**config.mk**
```make
export PLATFORM = sky130hd
export DESIGN_NAME = sic_config_regs
export DESIGN_NICKNAME = d
export VERILOG_FILES = /design/src/include/sic_pkg.sv /design/src/rtl/sic_config_regs.sv
export SDC_FILE = /design/constraint.sdc
export NUM_CORES = 1
export LEC_CHECK = 0
export BUFFER_PORTS_ARGS = -buffer_cell sky130_fd_sc_hd__clkbuf_2
export CAP_MARGIN = 20
export CORE_MARGIN = 2
export CORE_UTILIZATION = 41
export DETAILED_ROUTE_END_ITERATION = 6
export HOLD_SLACK_MARGIN = 0.03
export PLACE_DENSITY = 0.75
export SLEW_MARGIN = 20
export SYNTH_ARGS = -nofsm -noshare
export SYNTH_HDL_FRONTEND = slang
export SYNTH_SLANG_ARGS = --single-unit
```
**constraint.sdc**
```tcl
create_clock -name clock -period 2.85 [get_ports clock]
set_clock_uncertainty 0.15 [all_clocks]
set_input_delay 0.4275 -clock clock [delete_from_list [all_inputs] [get_ports clock]]
set_output_delay 0.4275 -clock clock [all_outputs]
set_load 0.02 [all_outputs]
```
**src/include/sic_pkg.sv**
```systemverilog
// Purpose: shared constants and types for the configuration register pair
// Assumes: 8-bit host data, 11-bit host i/o address
// Notes:   reset values are power-up values only
package sic_pkg;
    // host i/o ports: index port sits one below the data port
    localparam logic [10:0] SIC_DATA_PORT     = 11'h3F1;
    localparam logic [10:0] SIC_DATA_PORT_ALT = 11'h371;
    localparam logic [10:0] SIC_INDEX_PORT    = 11'h3F0;
    localparam logic [10:0] SIC_INDEX_PORT_ALT = 11'h370;
    // register indices
    localparam logic [7:0]  SIC_IDX_SERIAL    = 8'h02;
    localparam logic [7:0]  SIC_IDX_FLOPPY    = 8'h03;
    // power-up values; the floppy value is wider than the register
    localparam logic [7:0]  SIC_SERIAL_RST    = 8'h88;
    localparam logic [11:0] SIC_FLOPPY_RST_PRINTED = 12'h780;
    localparam logic [7:0]  SIC_FLOPPY_RST    = SIC_FLOPPY_RST_PRINTED[7:0];
    // writable bit masks; other bits read as zero
    localparam logic [7:0]  SIC_SERIAL_MASK   = 8'h88;
    localparam logic [7:0]  SIC_FLOPPY_MASK   = 8'hF7;
    // field positions
    localparam int SIC_B_UART1  = 3;
    localparam int SIC_B_UART2  = 7;
    localparam int SIC_B_GAME   = 0;
    localparam int SIC_B_ENH2   = 1;
    localparam int SIC_B_PIN_LO = 2;
    localparam int SIC_B_DEN1   = 4;
    localparam int SIC_B_MODE   = 5;
    localparam int SIC_B_PIN_HI = 7;
    // base address below which a device leaves address decode
    localparam logic [10:0] SIC_DECODE_FLOOR  = 11'h100;

    // interface mode from bits 6:5
    typedef enum logic [1:0] {
        SIC_MODE_M30  = 2'b00,
        SIC_MODE_PS   = 2'b01,
        SIC_MODE_RSV  = 2'b10,
        SIC_MODE_AT   = 2'b11
    } sic_mode_t;

    // shared pin function from bits 7,2
    typedef enum logic [1:0] {
        SIC_PIN_DRIVE2  = 2'b00,
        SIC_PIN_ADDR    = 2'b01,
        SIC_PIN_IRQ_B   = 2'b10
    } sic_pin_t;

    // one host i/o request, synchronous to clock
    typedef struct packed {
        logic        rd;
        logic        wr;
        logic [10:0] addr;
        logic [7:0]  wdata;
    } sic_io_req_t;
endpackage : sic_pkg

```
**src/rtl/sic_config_regs.sv**
```systemverilog
// Purpose: serial power and floppy/pin mode configuration registers
// Assumes: host i/o request strobes are synchronous to clock
// Notes:   rst is the power-up reset; no hardware reset input exists
//
// Function
// - serial power register answers only in config mode with index 02h
// - serial power register loads 88h at power-up
// - serial bits 0-2 and 4-6 are read-only zero
// - serial bit 3 low powers down the primary serial port
// - serial bit 7 low powers down the secondary serial port
// - power-down disables device and pins, keeps base decode registers
// - device leaves decode only when base below 100h
// - floppy register answers only in config mode with index 03h
// - floppy register takes 80h, the low byte of printed default 780h, at power-up
// - floppy bit 1 selects normal or enhanced floppy mode 2
// - floppy bit 4 high holds second density pin high
// - floppy bits 6:5 select one of three interface modes or reserved
// - registers reached via data port 3F1h or alternate 371h
// - defaults load at power-up only, not on hardware reset
`timescale 1ns/100ps
module sic_config_regs (
    input  wire logic                 clock,
    input  wire logic                 rst,
    input  wire sic_pkg::sic_io_req_t io_req,
    input  wire logic                 config_mode,
    input  wire logic                 alt_port,
    input  wire logic [10:0]          uart1_base,
    input  wire logic [10:0]          uart2_base,
    input  wire logic                 density_in,
    output logic [7:0]                rd_data,
    output logic                      rd_valid,
    output logic [7:0]                config_index_select,
    output logic                      uart1_enable,
    output logic                      uart2_enable,
    output logic                      uart1_decode_en,
    output logic                      uart2_decode_en,
    output logic                      enhanced_mode2,
    output sic_pkg::sic_mode_t        interface_mode,
    output logic                      interface_mode_low_bit,
    output logic                      second_density_output,
    output logic                      game_port_chip_select_en,
    output sic_pkg::sic_pin_t         shared_pin_function
);
    import sic_pkg::*;

    logic [7:0] serial_q;
    logic [7:0] floppy_q;
    logic [7:0] index_q;
    logic [7:0] rd_data_q;
    logic       rd_valid_q;
    logic       hit_index;
    logic       hit_data;
    logic       sel_serial;
    logic       sel_floppy;

    ////////////////////////////////////////////////////////////////////////
    // merge a write into a register, keeping reserved bits at zero
    function automatic logic [7:0] merge(input logic [7:0] wd,
                                         input logic [7:0] mask);
        merge = wd & mask;
    endfunction : merge

    ////////////////////////////////////////////////////////////////////////
    // port decode; alternate setting moves both ports
    always_comb begin
        hit_index = io_req.addr == (alt_port ? SIC_INDEX_PORT_ALT
                                             : SIC_INDEX_PORT);
        hit_data  = io_req.addr == (alt_port ? SIC_DATA_PORT_ALT
                                             : SIC_DATA_PORT);
        sel_serial = config_mode && hit_data
                     && index_q == SIC_IDX_SERIAL;
        sel_floppy = config_mode && hit_data
                     && index_q == SIC_IDX_FLOPPY;
    end

    // index register, writable only in config mode
    always_ff @(posedge clock or posedge rst) begin
        if (rst) begin
            index_q <= 8'h00;
        end else if (config_mode && hit_index && io_req.wr) begin
            index_q <= io_req.wdata;
        end
    end

    // only power-up reset touches these: no other reset path exists
    always_ff @(posedge clock or posedge rst) begin
        if (rst) begin
            serial_q <= SIC_SERIAL_RST;
        end else if (sel_serial && io_req.wr) begin
            serial_q <= merge(io_req.wdata, SIC_SERIAL_MASK);
        end
    end

    always_ff @(posedge clock or posedge rst) begin
        if (rst) begin
            floppy_q <= SIC_FLOPPY_RST;
        end else if (sel_floppy && io_req.wr) begin
            floppy_q <= merge(io_req.wdata, SIC_FLOPPY_MASK);
        end
    end

    // read data is registered: answer one cycle after the strobe
    always_ff @(posedge clock or posedge rst) begin
        if (rst) begin
            rd_data_q  <= 8'h00;
            rd_valid_q <= 1'b0;
        end else begin
            rd_valid_q <= io_req.rd && config_mode && (hit_data || hit_index);
            if (sel_serial) begin
                rd_data_q <= serial_q & SIC_SERIAL_MASK;
            end else if (sel_floppy) begin
                rd_data_q <= floppy_q & SIC_FLOPPY_MASK;
            end else if (config_mode && hit_index) begin
                rd_data_q <= index_q;
            end else begin
                rd_data_q <= 8'h00;   // unknown index reads zero here
            end
        end
    end

    ////////////////////////////////////////////////////////////////////////
    // device controls; decode stays tied to base, not to power
    always_comb begin
        uart1_enable    = serial_q[SIC_B_UART1];
        uart2_enable    = serial_q[SIC_B_UART2];
        uart1_decode_en = uart1_base >= SIC_DECODE_FLOOR;
        uart2_decode_en = uart2_base >= SIC_DECODE_FLOOR;
        enhanced_mode2  = floppy_q[SIC_B_ENH2];
        interface_mode  = sic_mode_t'(floppy_q[SIC_B_MODE +: 2]);
        interface_mode_low_bit = floppy_q[SIC_B_MODE];
        second_density_output  = floppy_q[SIC_B_DEN1] | density_in;
        game_port_chip_select_en = floppy_q[SIC_B_GAME];
        if (!floppy_q[SIC_B_PIN_HI]) begin
            shared_pin_function = SIC_PIN_DRIVE2;
        end else if (!floppy_q[SIC_B_PIN_LO]) begin
            shared_pin_function = SIC_PIN_ADDR;
        end else begin
            shared_pin_function = SIC_PIN_IRQ_B;
        end
    end

    assign rd_data             = rd_data_q;
    assign rd_valid            = rd_valid_q;
    assign config_index_select = index_q;

    ////////////////////////////////////////////////////////////////////////
    // checks
    property p_serial_gate;
        @(posedge clock) disable iff (rst)
        (io_req.wr && !(config_mode && hit_data
            && index_q == SIC_IDX_SERIAL)) |=> $stable(serial_q);
    endproperty
    a_serial_gate: assert property (p_serial_gate)
        else $error("serial register changed without selection");

    property p_floppy_gate;
        @(posedge clock) disable iff (rst)
        (io_req.wr && !(config_mode && hit_data
            && index_q == SIC_IDX_FLOPPY)) |=> $stable(floppy_q);
    endproperty
    a_floppy_gate: assert property (p_floppy_gate)
        else $error("floppy register changed without selection");

    property p_serial_rsv;
        @(posedge clock) disable iff (rst)
        (rd_valid && $past(sel_serial)) |-> (rd_data & 8'h77) == 8'h00;
    endproperty
    a_serial_rsv: assert property (p_serial_rsv)
        else $error("serial reserved bits read nonzero");

    property p_floppy_rsv;
        @(posedge clock) disable iff (rst)
        (rd_valid && $past(sel_floppy)) |-> !rd_data[3];
    endproperty
    a_floppy_rsv: assert property (p_floppy_rsv)
        else $error("floppy reserved bit read nonzero");

    property p_uart1_write;
        @(posedge clock) disable iff (rst)
        (sel_serial && io_req.wr) |=> uart1_enable == $past(io_req.wdata[3]);
    endproperty
    a_uart1_write: assert property (p_uart1_write)
        else $error("primary power bit did not follow write");

    property p_uart2_write;
        @(posedge clock) disable iff (rst)
        (sel_serial && io_req.wr) |=> uart2_enable == $past(io_req.wdata[7]);
    endproperty
    a_uart2_write: assert property (p_uart2_write)
        else $error("secondary power bit did not follow write");

    property p_density_hold;
        @(posedge clock) disable iff (rst)
        floppy_q[SIC_B_DEN1] |-> second_density_output;
    endproperty
    a_density_hold: assert property (p_density_hold)
        else $error("density pin not held high");

    property p_pin_fn;
        @(posedge clock) disable iff (rst)
        (sel_floppy && io_req.wr && !io_req.wdata[7])
            |=> shared_pin_function == SIC_PIN_DRIVE2;
    endproperty
    a_pin_fn: assert property (p_pin_fn)
        else $error("shared pin not drive-two input");

    property p_decode;
        @(posedge clock) disable iff (rst)
        (!uart1_enable && uart1_base >= SIC_DECODE_FLOOR) |-> uart1_decode_en;
    endproperty
    a_decode: assert property (p_decode)
        else $error("powered-down device lost decode");

    // a data port read in config mode always gets its one-cycle answer
    property p_rd_answer;
        @(posedge clock) disable iff (rst)
        (io_req.rd && config_mode && hit_data) |=> rd_valid;
    endproperty
    a_rd_answer: assert property (p_rd_answer)
        else $error("data port read not answered");

    // outside config mode the host must see no answer at all
    property p_rd_refuse;
        @(posedge clock) disable iff (rst)
        (io_req.rd && !config_mode) |=> !rd_valid;
    endproperty
    a_rd_refuse: assert property (p_rd_refuse)
        else $error("read answered outside config mode");
endmodule : sic_config_regs

```
==> Word level (Yosys, flattened, before mapping) <==
Cells that the tools add are included.
{ "word_totals": {"reg_bits": 26, "wordCells": 29} }
{ "op_classes": {"n_mux": 7, "n_lt_le_gt_ge": 2, "n_reduce_logical": 10, "n_eq_ne": 4, "bitwise": 1} }
{ "ops": {"columns": ["operator", "n"], "rows": [
  ["8-bit 2-to-1 mux", 5],
  ["11-bit by 10-bit == test with 1-bit output", 2],
  ["11-bit by 9-bit greater-or-equal comparator with 1-bit output (second input constant)", 2],
  ["8-bit by 2-bit == test with 1-bit output (second input constant)", 2],
  ["1-bit logical AND", 9],
  ["2-bit 2-to-1 mux", 2],
  ["1-bit logical OR", 1],
  ["1-bit bitwise OR", 1]
]} }

==> Logic depth before layout (Yosys ltp) <==
Gate-level depths: netlist of the first run.
{ "depth": {"depth_word": 6, "mapped_depth": 5, "ltp_nobuf": 4} }

==> Worst setup path after synthesis of the first run <==
Ideal clock, no wire load.
{ "synth_timing": {"kind": "flip-flop to flip-flop", "startpoint": "reg index_q[3] (netlist: config_index_select[3])", "endpoint": "reg floppy_q[0]", "required_ps": 2575, "setup_time_ps": 125, "n_path_buf": 0, "arrival_ps": 1881, "setup_slack_ps": 695, "stages_incl_launch_ff": 5, "cell_sequence": "dfrtp_1 or4_4 nor4_4 nand3_4 mux2_2"} }
{ "synth_via": {"elab_chain_len": 3} }
{ "synth_lines": {"columns": ["item", "line", "text"], "rows": [
  ["start, declared", "sic_config_regs.sv:48", "logic [7:0] index_q;"],
  ["start signal, assigned", "sic_config_regs.sv:81", "index_q <= io_req.wdata;"],
  ["8-bit by 2-bit == test with 1-bit output", "sic_config_regs.sv:73", "&& index_q == SIC_IDX_FLOPPY;"],
  ["1-bit logical AND", "sic_config_regs.sv:73", null],
  ["1-bit logical AND", "sic_config_regs.sv:97", "end else if (sel_floppy && io_req.wr) begin"],
  ["end signal, assigned", "sic_config_regs.sv:98", "floppy_q <= merge(io_req.wdata, SIC_FLOPPY_MASK);"],
  ["end, declared", "sic_config_regs.sv:47", "logic [7:0] floppy_q;"]
]} }
No other way between the ends.
A chain may end at the register's enable or synchronous reset.

==> Worst setup path in the final report of the first run <==
Ends and elaborated chain as after synthesis.

==> flow_summary.ini, run 1 <==
[critical_path]
path_class = flip-flop to flip-flop
r2r_start = config_index_select[3]
rrSetupSlack_ns = 0.59
crit_path_start_kind = flip-flop
path_cells = or4_4 -> nor4_4 -> nand3_4 -> mux2_2
cp_max_fo = 7
reg2reg_to = floppy_q[0]
endpoint_kind = flip-flop
required_ns = 2.91
cp_slowest_cell = or4_4
arrival_ns = 2.32
reg2reg_depth = 4
critPathMaxStageDelay_ns = 0.58

[floorplanning]
start_util_pct = 42.97
die_w_microns = 57.53
die_h_microns = 57.53
core_area_sq_mm = 0.002734
rows = 19
dieArea_sq_mm = 0.003310
io-pin-count = 77

[finish]
fillers = 249
fin_cells = 187
drive_gt1_share_pct = 58.33
stdcell_area_sq_mm = 0.001573
n_antenna_cell = 0
syn_to_final_growth_pct = 33.87
fin_nets = 205
layout_commonest_cell = clkbuf_2
fin_util_pct = 57.53
layout_common_cells = clkbuf_2 (60), dfrtp_1 (23), mux2_2 (18)

[outcome]
outcome = finished, final reports clean

[worst_hold_path]
min-delay-start = io_req[20]
holdPathStages = 2
hold_class = input port to flip-flop
min_to = rd_valid

[cts]
hold_buffers = 0
clock_latency_ns = 0.31
cts-resized-gates = 0
max-clock-path-buffers = 2
numCtsBuffers = 3
clkSinkCount = 26
cts_setup_buffers = 0
cts_tree = done
cts_max_level = 1
clock-root-buffer = clkbuf_4
clk_pin_slew_ns = 0.13

[synth]
synth_seq_cells = 26
ys_seq_area_share_pct = 55.70
synth.area.mux_share_pct = 17.25
syn_avg_cell_area_sq_um = 12.63
synth-simple-area-share_pct = 19.81
synth_cells = 93
synth_nets = 141
yosys_warnings = 0
synth_area_sq_mm = 0.001175
synthXorXnorAreaFrac_pct = 0.7455
synth-compound-area-share_pct = 3.940
synthAdderAreaFrac_pct = 0
ys_types = 27
synth_top_family_by_area = simple AND/OR/NAND/NOR gates

[placed_design]
gp_congestion = 0.8040
place_inst = 181
place_ws_ns = 0.5735
hpwl_microns = 1917
portBuffers = 60
placed_area_sq_mm = 0.001495

[grt]
grt_max_degree = 27
grt_pass1_wl_microns = 3857
antenna_found_initial = 0
gr-total-overflow = 0
grt_pass1_vias = 878
grt_usage_pct = 15.10

[flow_run]
cap_viol_max_count = 0

[route]
drt_first_pass_iters = 4
wl_microns = 2458
drc = 0
viasPerCell = 5.080
wl_per_cell_microns = 13.14
via_count = 950
drt_iter0_markers = 15
antenna_left = 0

[sta]
max_freq_ghz = 0.4417
hold_ws_ns = 0.1777
tns_ns = 0
period_needed_ns = 2.264
finalMaxSlewViolations = 0
slew_headroom_pct = 68.29
setup_slack_ns = 0.5862
finalCritPeriodShare_pct = 79.43
rsz0062_at_grt = false
finalSetupViolCount = 0
finalHoldViolCount = 0
worst_pin_slew_ns = 0.4751

[pwr]
pwr_density_cell_mw_per_mm2 = 421.3
p_leak_nw = 0.8417
power_mw = 0.6627
peakVddDrop_mv = 0.3238
[worst max path at each step]
stage	cells past startpoint	slack, ns	startpoint	endpoint
floorplan	4	0.69	config_index_select[3]	floppy_q[0]
global placement	5	0.59	io_req[11]	config_index_select[5]
detailed placement	5	0.57	io_req[11]	config_index_select[6]
CTS	4	0.57	config_index_select[3]	floppy_q[0]
global route	4	0.51	config_index_select[3]	floppy_q[0]
finish	4	0.59	config_index_select[3]	floppy_q[0]
[critical path: cells and delay by family, from the launching register on]
| kind | cells | cell delay (ns) |
|---|---|---|
| AND/OR/NAND/NOR | 3 | 1.26 |
| flip-flops | 1 | 0.44 |
| multiplexers | 1 | 0.31 |
[cells in the mapped netlist (all sizes together)]
master   count  area [sq um]
nor3         2         10.01
a211oi       1         7.510
clkbuf       1         3.750
mux2        18         202.7
nand4        2         12.51
nor2b        7         43.79
and2         2         12.51
or3          2         12.51
xor2         1         8.760
nand2        2         7.510
nand3        2         22.52
nor2         6         22.52
inv          3         11.26
or2          2         12.51
buf          2         15.01
dfrtp       23         575.6
nand3b       1         7.510
dfstp        3         78.83
a21oi        6         30.03
or2b         1         7.510
and4b        1         10.01
nor4bb       1         10.01
a2bb2oi      1         8.760
or4          1         11.26
nor4         1         21.27
and4         1         8.760
[kinds of logic (layout without fill, tap and decap cells)]
logic type             Yosys count  in the layout
multiplexers                    18             18
XOR/XNOR                         1              1
AO/OA/AOI/OAI                    8              8
AND/OR/NAND/NOR                 34             34
buffers and inverters            6             69
flip-flops                      26             26
[registers in the layout (all words and copies together) (netlist names)]
signal               flops
rd_data                  8
config_index_select      8
serial_q                 2
floppy_q                 7
rd_valid                 1
[per-layer routing]
layer | wire (microns) | track usage, %
met1 | 997 | 17.96
met2 | 1206 | 26.30
met3 | 219 | 3.401
met4 | 34 | 5.980
met5 | 0 | 0
[power breakdown]
group | internal [mW] | switching (mW)
Combinational | 0.0241 | 0.0231
Sequential | 0.370 | 0.000533
Clock | 0.142 | 0.103
Total | 0.536 | 0.127
[cell type report]
type	instances	area (sq um)	area share (%)
clock inverter	1	30.03	1.909
sequential	26	654.4	41.61
tap	31	38.79	2.466
inverter	3	11.26	0.7160
timing repair buffer	62	325.3	20.68
multi-input combinational	61	490.5	31.19
clock buffer	3	22.52	1.432
Power figures use the tool's default switching activity.
==> inputs of run 2 (changes only) <==
--- a/config.mk
+++ b/config.mk
@@ -5,13 +5,14 @@
 export SDC_FILE = /design/constraint.sdc
 export NUM_CORES = 1
 export LEC_CHECK = 0
+export ABC_AREA = 1
 export BUFFER_PORTS_ARGS = -buffer_cell sky130_fd_sc_hd__clkbuf_2
 export CAP_MARGIN = 20
 export CORE_MARGIN = 2
-export CORE_UTILIZATION = 41
+export CORE_UTILIZATION = 45
 export DETAILED_ROUTE_END_ITERATION = 6
 export HOLD_SLACK_MARGIN = 0.03
-export PLACE_DENSITY = 0.75
+export PLACE_DENSITY = 0.77
 export SLEW_MARGIN = 20
 export SYNTH_ARGS = -nofsm -noshare
 export SYNTH_HDL_FRONTEND = slang
==> constraint.sdc (replaced) <==
create_clock -name clock -period 2.1 [get_ports clock]
set_clock_uncertainty 0.15 [all_clocks]
set_input_delay 0.315 -clock clock [delete_from_list [all_inputs] [get_ports clock]]
set_output_delay 0.315 -clock clock [all_outputs]
set_load 0.02 [all_outputs]
==> run 2 against run 1 <==
Compared with the run above:
- final area up 22%
- clock power up 42%
- final cell count up 63%
- combinational power up 110%
- highest routed layer unchanged
==> flow_summary.ini, run 2 <==
[synth]
synth-simple-area-share_pct = 38.72
synth-edff-count = 0
synth_area_sq_mm = 0.001486
synth-compound-area-share_pct = 5.051
ys_types = 23
async_flop_share_pct = 100.0
synthTopCellsByArea = dfrtp_1 (39%), nand2_1 (16%), inv_1 (8.8%)
synth_nets = 242
syn_avg_cell_area_sq_um = 7.662
ys.flop_type = dfrtp_1
synth.area.mux_share_pct = 0
ys_seq_area_share_pct = 44.02
synthXorXnorAreaFrac_pct = 0
synth.largest_area_cell = dfrtp_1
synth_seq_cells = 26
synth_top_area_share_pct = 38.72
netlist_top_cells_count = nand2_1 (64), inv_1 (35), dfrtp_1 (23)
synth_cells = 194
synth_top_family_by_area = simple AND/OR/NAND/NOR gates
synthAdderAreaFrac_pct = 0
yosys_warnings = 0
synth_most_common_cell = nand2_1

[floorplanning]
die_h_microns = 61.48
core_area_sq_mm = 0.003103
dieArea_sq_mm = 0.003779
io-pin-count = 77
start_util_pct = 47.90
die_w_microns = 61.48
rows = 20

[cts]
cts-resized-gates = 0
hold_buffers = 6
max-clock-path-buffers = 2
clock-root-buffer = clkbuf_4
cts_tree = done
cts_max_level = 1
clock_latency_ns = 0.33
numCtsBuffers = 3
clkSinkCount = 26
cts_setup_buffers = 0
clk_pin_slew_ns = 0.13

[pwr]
p_leak_nw = 1.136
peakVddDrop_mv = 0.2751
power_mw = 0.9492
pwr_density_cell_mw_per_mm2 = 494.6

[sta]
max_freq_ghz = 0.5754
finalSetupViolCount = 0
period_needed_ns = 1.738
rsz0062_at_grt = false
tns_ns = 0
finalMaxSlewViolations = 0
finalCritPeriodShare_pct = 82.76
worst_pin_slew_ns = 0.3876
slew_headroom_pct = 74.14
finalHoldViolCount = 0

[critical_path]
path_class = flip-flop to flip-flop
cp_slowest_cell = dfrtp_1
reg2reg_depth = 7
critPathMaxStageDelay_ns = 0.45
cp_max_fo = 9
endpoint_kind = flip-flop
crit_path_start_kind = flip-flop
arrival_ns = 1.86
cp.depth = 7
required_ns = 2.22
cp_top_family = simple AND/OR/NAND/NOR gates
worst-path-buf-inv = 0
path_cells = nor2_1 -> nand3_1 -> nor2_4 -> nand3_4 -> nor2_4 -> nand2_1 -> nand2_1

[finish]
drive_gt1_share_pct = 34.62
layout_commonest_cell = nand2_1
fin_cells = 304
fin_nets = 309
syn_to_final_growth_pct = 29.12
fillers = 308
layout_common_cells = nand2_1 (64), clkbuf_2 (60), inv_1 (35)
n_antenna_cell = 0
fin_util_pct = 61.85

[placed_design]
place_inst = 294
portBuffers = 60
gp_congestion = 0.8988
hpwl_microns = 2432

[route]
drc = 0
wl_microns = 3249
drt_iter0_markers = 27
wl_per_cell_microns = 10.69
via_count = 1393
antenna_left = 0
drt_first_pass_iters = 4
viasPerCell = 4.582

[grt]
antenna_found_initial = 0
gr-total-overflow = 0
grt_pass1_wl_microns = 5285
grt_usage_pct = 19.20
grt_pass1_vias = 1193
grt_max_degree = 27

[worst_hold_path]
holdPathStages = 3
hold_class = input port to flip-flop

[flow_run]
cap_viol_max_count = 0

[outcome]
outcome = finished, final reports clean
-- run 2: worst paths after layout --
| check | from | end | slack (ns) |
|---|---|---|---|
| min in group asynchronous | rst | rd_data[0] | 0.38 |
| hold / removal | io_req[2] | floppy_q[2] | 0.04 |
| setup reg to reg | config_index_select[6] | floppy_q[6] | 0.36 |
| setup / recovery | config_index_select[6] | floppy_q[6] | 0.36 |
| max in group asynchronous | rst | floppy_q[7] | 1.11 |
| hold reg to reg | serial_q[7] | serial_q[7] | 0.35 |
-- run 2: logic make-up after synthesis --
logic type      Yosys count
flops                    26
simple gates            117
buf+inv                  42
compound gates            9
-- run 2: worst reg2reg max path: cells and delay by family (launching register included) --
kind	cells	cell delay, ns
AND/OR/NAND/NOR	7	1.08
flip-flops	1	0.45
-- run 2: power breakdown --
part | internal (mW) | switching, mW | total, mW
clock | 0.193 | 0.155 | 0.348
sequential | 0.502 | 0.00107 | 0.503
combinational | 0.0415 | 0.0567 | 0.0982
-- run 2: per-layer routing --
layer,track usage [%],wire (microns)
met5,0,0
met4,9.726,81
met3,2.941,165
met2,30.24,1496
met1,25.76,1505
-- run 2: stage by stage --
step	area (sq um)	hold WS, ns	setup WS (ns)
after floorplan	1486	0.2028	0.5799
after global placement	1807	0.2081	0.3717
after detailed placement	1807	0.2117	0.3622
after CTS	1919	0.03193	0.3538
after global routing	1919	0.04291	0.2340
final	1919	0.04421	0.3619
-- run 2: area by class of cell --
type                    count  area, sq um  share of cell area [%]
clock buffers               3        22.52                   1.173
clock inverters             1        30.03                   1.565
inverters                  37        138.9                   7.236
well taps                  44        55.05                   2.868
flip-flops and latches     26        654.4                   34.09
multi-input cells         126        650.6                   33.90
repair buffers             67        367.9                   19.17
==> inputs of run 3 (changes only) <==
==> constraint.sdc (replaced) <==
create_clock -name clock -period 1.7 [get_ports clock]
set_clock_uncertainty 0.15 [all_clocks]
set_input_delay 0.255 -clock clock [delete_from_list [all_inputs] [get_ports clock]]
set_output_delay 0.255 -clock clock [all_outputs]
set_load 0.02 [all_outputs]
==> run 3 against run 2 <==
Compared with the run above:
- hold slack got worse by 0.012 ns
- global-route usage grew 0.087 points
- combinational power grew 33%
- sequential cell count did not move
- critical path depth stayed put
- count of clock-buffer cells in the layout unchanged
- total power up 23%
- die area stayed put
- via count rose by 4.5%
- critical path type unchanged
- largest cell class unchanged
- highest routed layer unchanged
==> flow_summary.ini, run 3 (synthesis gave the netlist of run 2 again) <==
[cts]
clock-root-buffer = clkbuf_4
clock_latency_ns = 0.32
numCtsBuffers = 3
max-clock-path-buffers = 2
cts_max_level = 1
clk_pin_slew_ns = 0.13
clkSinkCount = 26
cts_tree = done

[placed_design]
portBuffers = 60
gp_congestion = 0.8907
hpwl_microns = 2527

[critical_path]
required_ns = 1.81
crit_path_start_kind = flip-flop
path_cells = nor2_1 -> nand3_1 -> nor2_4 -> nand3_4 -> nor2_4 -> nand2_1 -> nand2_1
worst-path-buf-inv = 0
cp_top_family = simple AND/OR/NAND/NOR gates
arrival_ns = 1.74
critPathMaxStageDelay_ns = 0.45
cp_slowest_cell = dfrtp_1
cp_max_fo = 7
endpoint_kind = flip-flop
path_class = flip-flop to flip-flop

[sta]
slew_headroom_pct = 78.17
period_needed_ns = 1.629
finalHoldViolCount = 0
worst_pin_slew_ns = 0.3274
finalMaxSlewViolations = 0
max_freq_ghz = 0.6139
finalSetupViolCount = 0
tns_ns = 0
finalCritPeriodShare_pct = 95.82

[grt]
grt_max_degree = 27
grt_usage_pct = 19.29
gr-total-overflow = 0
antenna_found_initial = 0
grt_pass1_vias = 1275
grt_pass1_wl_microns = 5457

[route]
wl_microns = 3423
viasPerCell = 4.561
antenna_left = 0
drt_first_pass_iters = 4
drt_iter0_markers = 46
via_count = 1455
wl_per_cell_microns = 10.73
drc = 0

[floorplanning]
die_h_microns = 61.48
start_util_pct = 47.90
dieArea_sq_mm = 0.003779
core_area_sq_mm = 0.003103
rows = 20
io-pin-count = 77
die_w_microns = 61.48

[finish]
fin_util_pct = 65.73
layout_common_cells = nand2_1 (64), clkbuf_2 (60), inv_1 (35)
drive_gt1_share_pct = 37.09
fillers = 292
fin_nets = 324
syn_to_final_growth_pct = 37.21
layout_commonest_cell = nand2_1
n_antenna_cell = 0

[pwr]
peakVddDrop_mv = 0.4198
pwr_density_cell_mw_per_mm2 = 574.0
p_leak_nw = 1.212

[worst_hold_path]
hold_class = input port to flip-flop

[outcome]
outcome = finished, final reports clean

[flow_run]
cap_viol_max_count = 0
-- run 3: cell count changes in the layout (fill, tap and decap cells not counted) --
cell / change
dlygate4sd3_1: +3
buf_4: +12
-- run 3: repair_timing --
item	in CTS	in global routing
setup endpoints to repair	0	1
hold buffers	9	0
gates resized for setup	0	0
buffers inserted	0	6
endpoints found under the hold margin	39	0
-- run 3: final timing paths --
path	start	endpoint	slack (ns)	depth (start not counted)
setup / recovery	config_index_select[7]	floppy_q[6]	0.07	7
hold / removal	io_req[20]	rd_valid	0.03	2
setup reg to reg	config_index_select[7]	floppy_q[6]	0.07	7
hold reg to reg	serial_q[3]	serial_q[3]	0.34	2
max in group asynchronous	rst	floppy_q[7]	0.75	4
min in group asynchronous	rst	rd_data[0]	0.35	4
-- run 3: routing by layer --
metal	global-route usage, %	wire length [microns]	vias up
met5	0	0	-
met4	5.167	53	0
met3	1.891	193	6
met2	33.13	1729	56
met1	26.16	1446	637
li1	-	-	756
-- run 3: area by class of cell --
class / count / area, sq um / area share [%]
clock buffers: 3 / 22.52 / 1.104
clock inverters: 1 / 30.03 / 1.472
inverters: 37 / 138.9 / 6.810
multi-input cells: 126 / 650.6 / 31.90
flip-flops and latches: 26 / 654.4 / 32.09
well taps: 44 / 55.05 / 2.699
repair buffers: 82 / 488.0 / 23.93
-- run 3: metrics by stage --
stage	instances	instance area, sq um	power, mW	setup WS, ns	hold WS (ns)
3_5_place_dp	300	1852	0.7452	0.1163	0.1557
4_1_cts	313	1994	1.181	0.08299	0.03294
6_report	319	2039	1.171	0.07100	0.03192
2_1_floorplan	194	1486	0.6865	0.1799	0.1428
3_3_place_gp	300	1852	0.7436	0.1491	0.1503
5_1_grt	319	2039	1.219	-0.03305	0.04229
-- run 3: power breakdown --
part           total [mW]  internal [mW]  leakage, nW  switching (mW)
clock network       0.419          0.238       0.0279           0.180
registers           0.621          0.620        0.352        0.000983
logic               0.131         0.0584        0.832          0.0728
total                1.17          0.917         1.21           0.254
-- run 3: worst reg2reg max path: stages, from the launching register on --
cell	delay (ns)
dfrtp_1	0.45
nor2_1	0.14
nand3_1	0.16
nor2_4	0.18
nand3_4	0.14
nor2_4	0.22
nand2_1	0.07
nand2_1	0.07
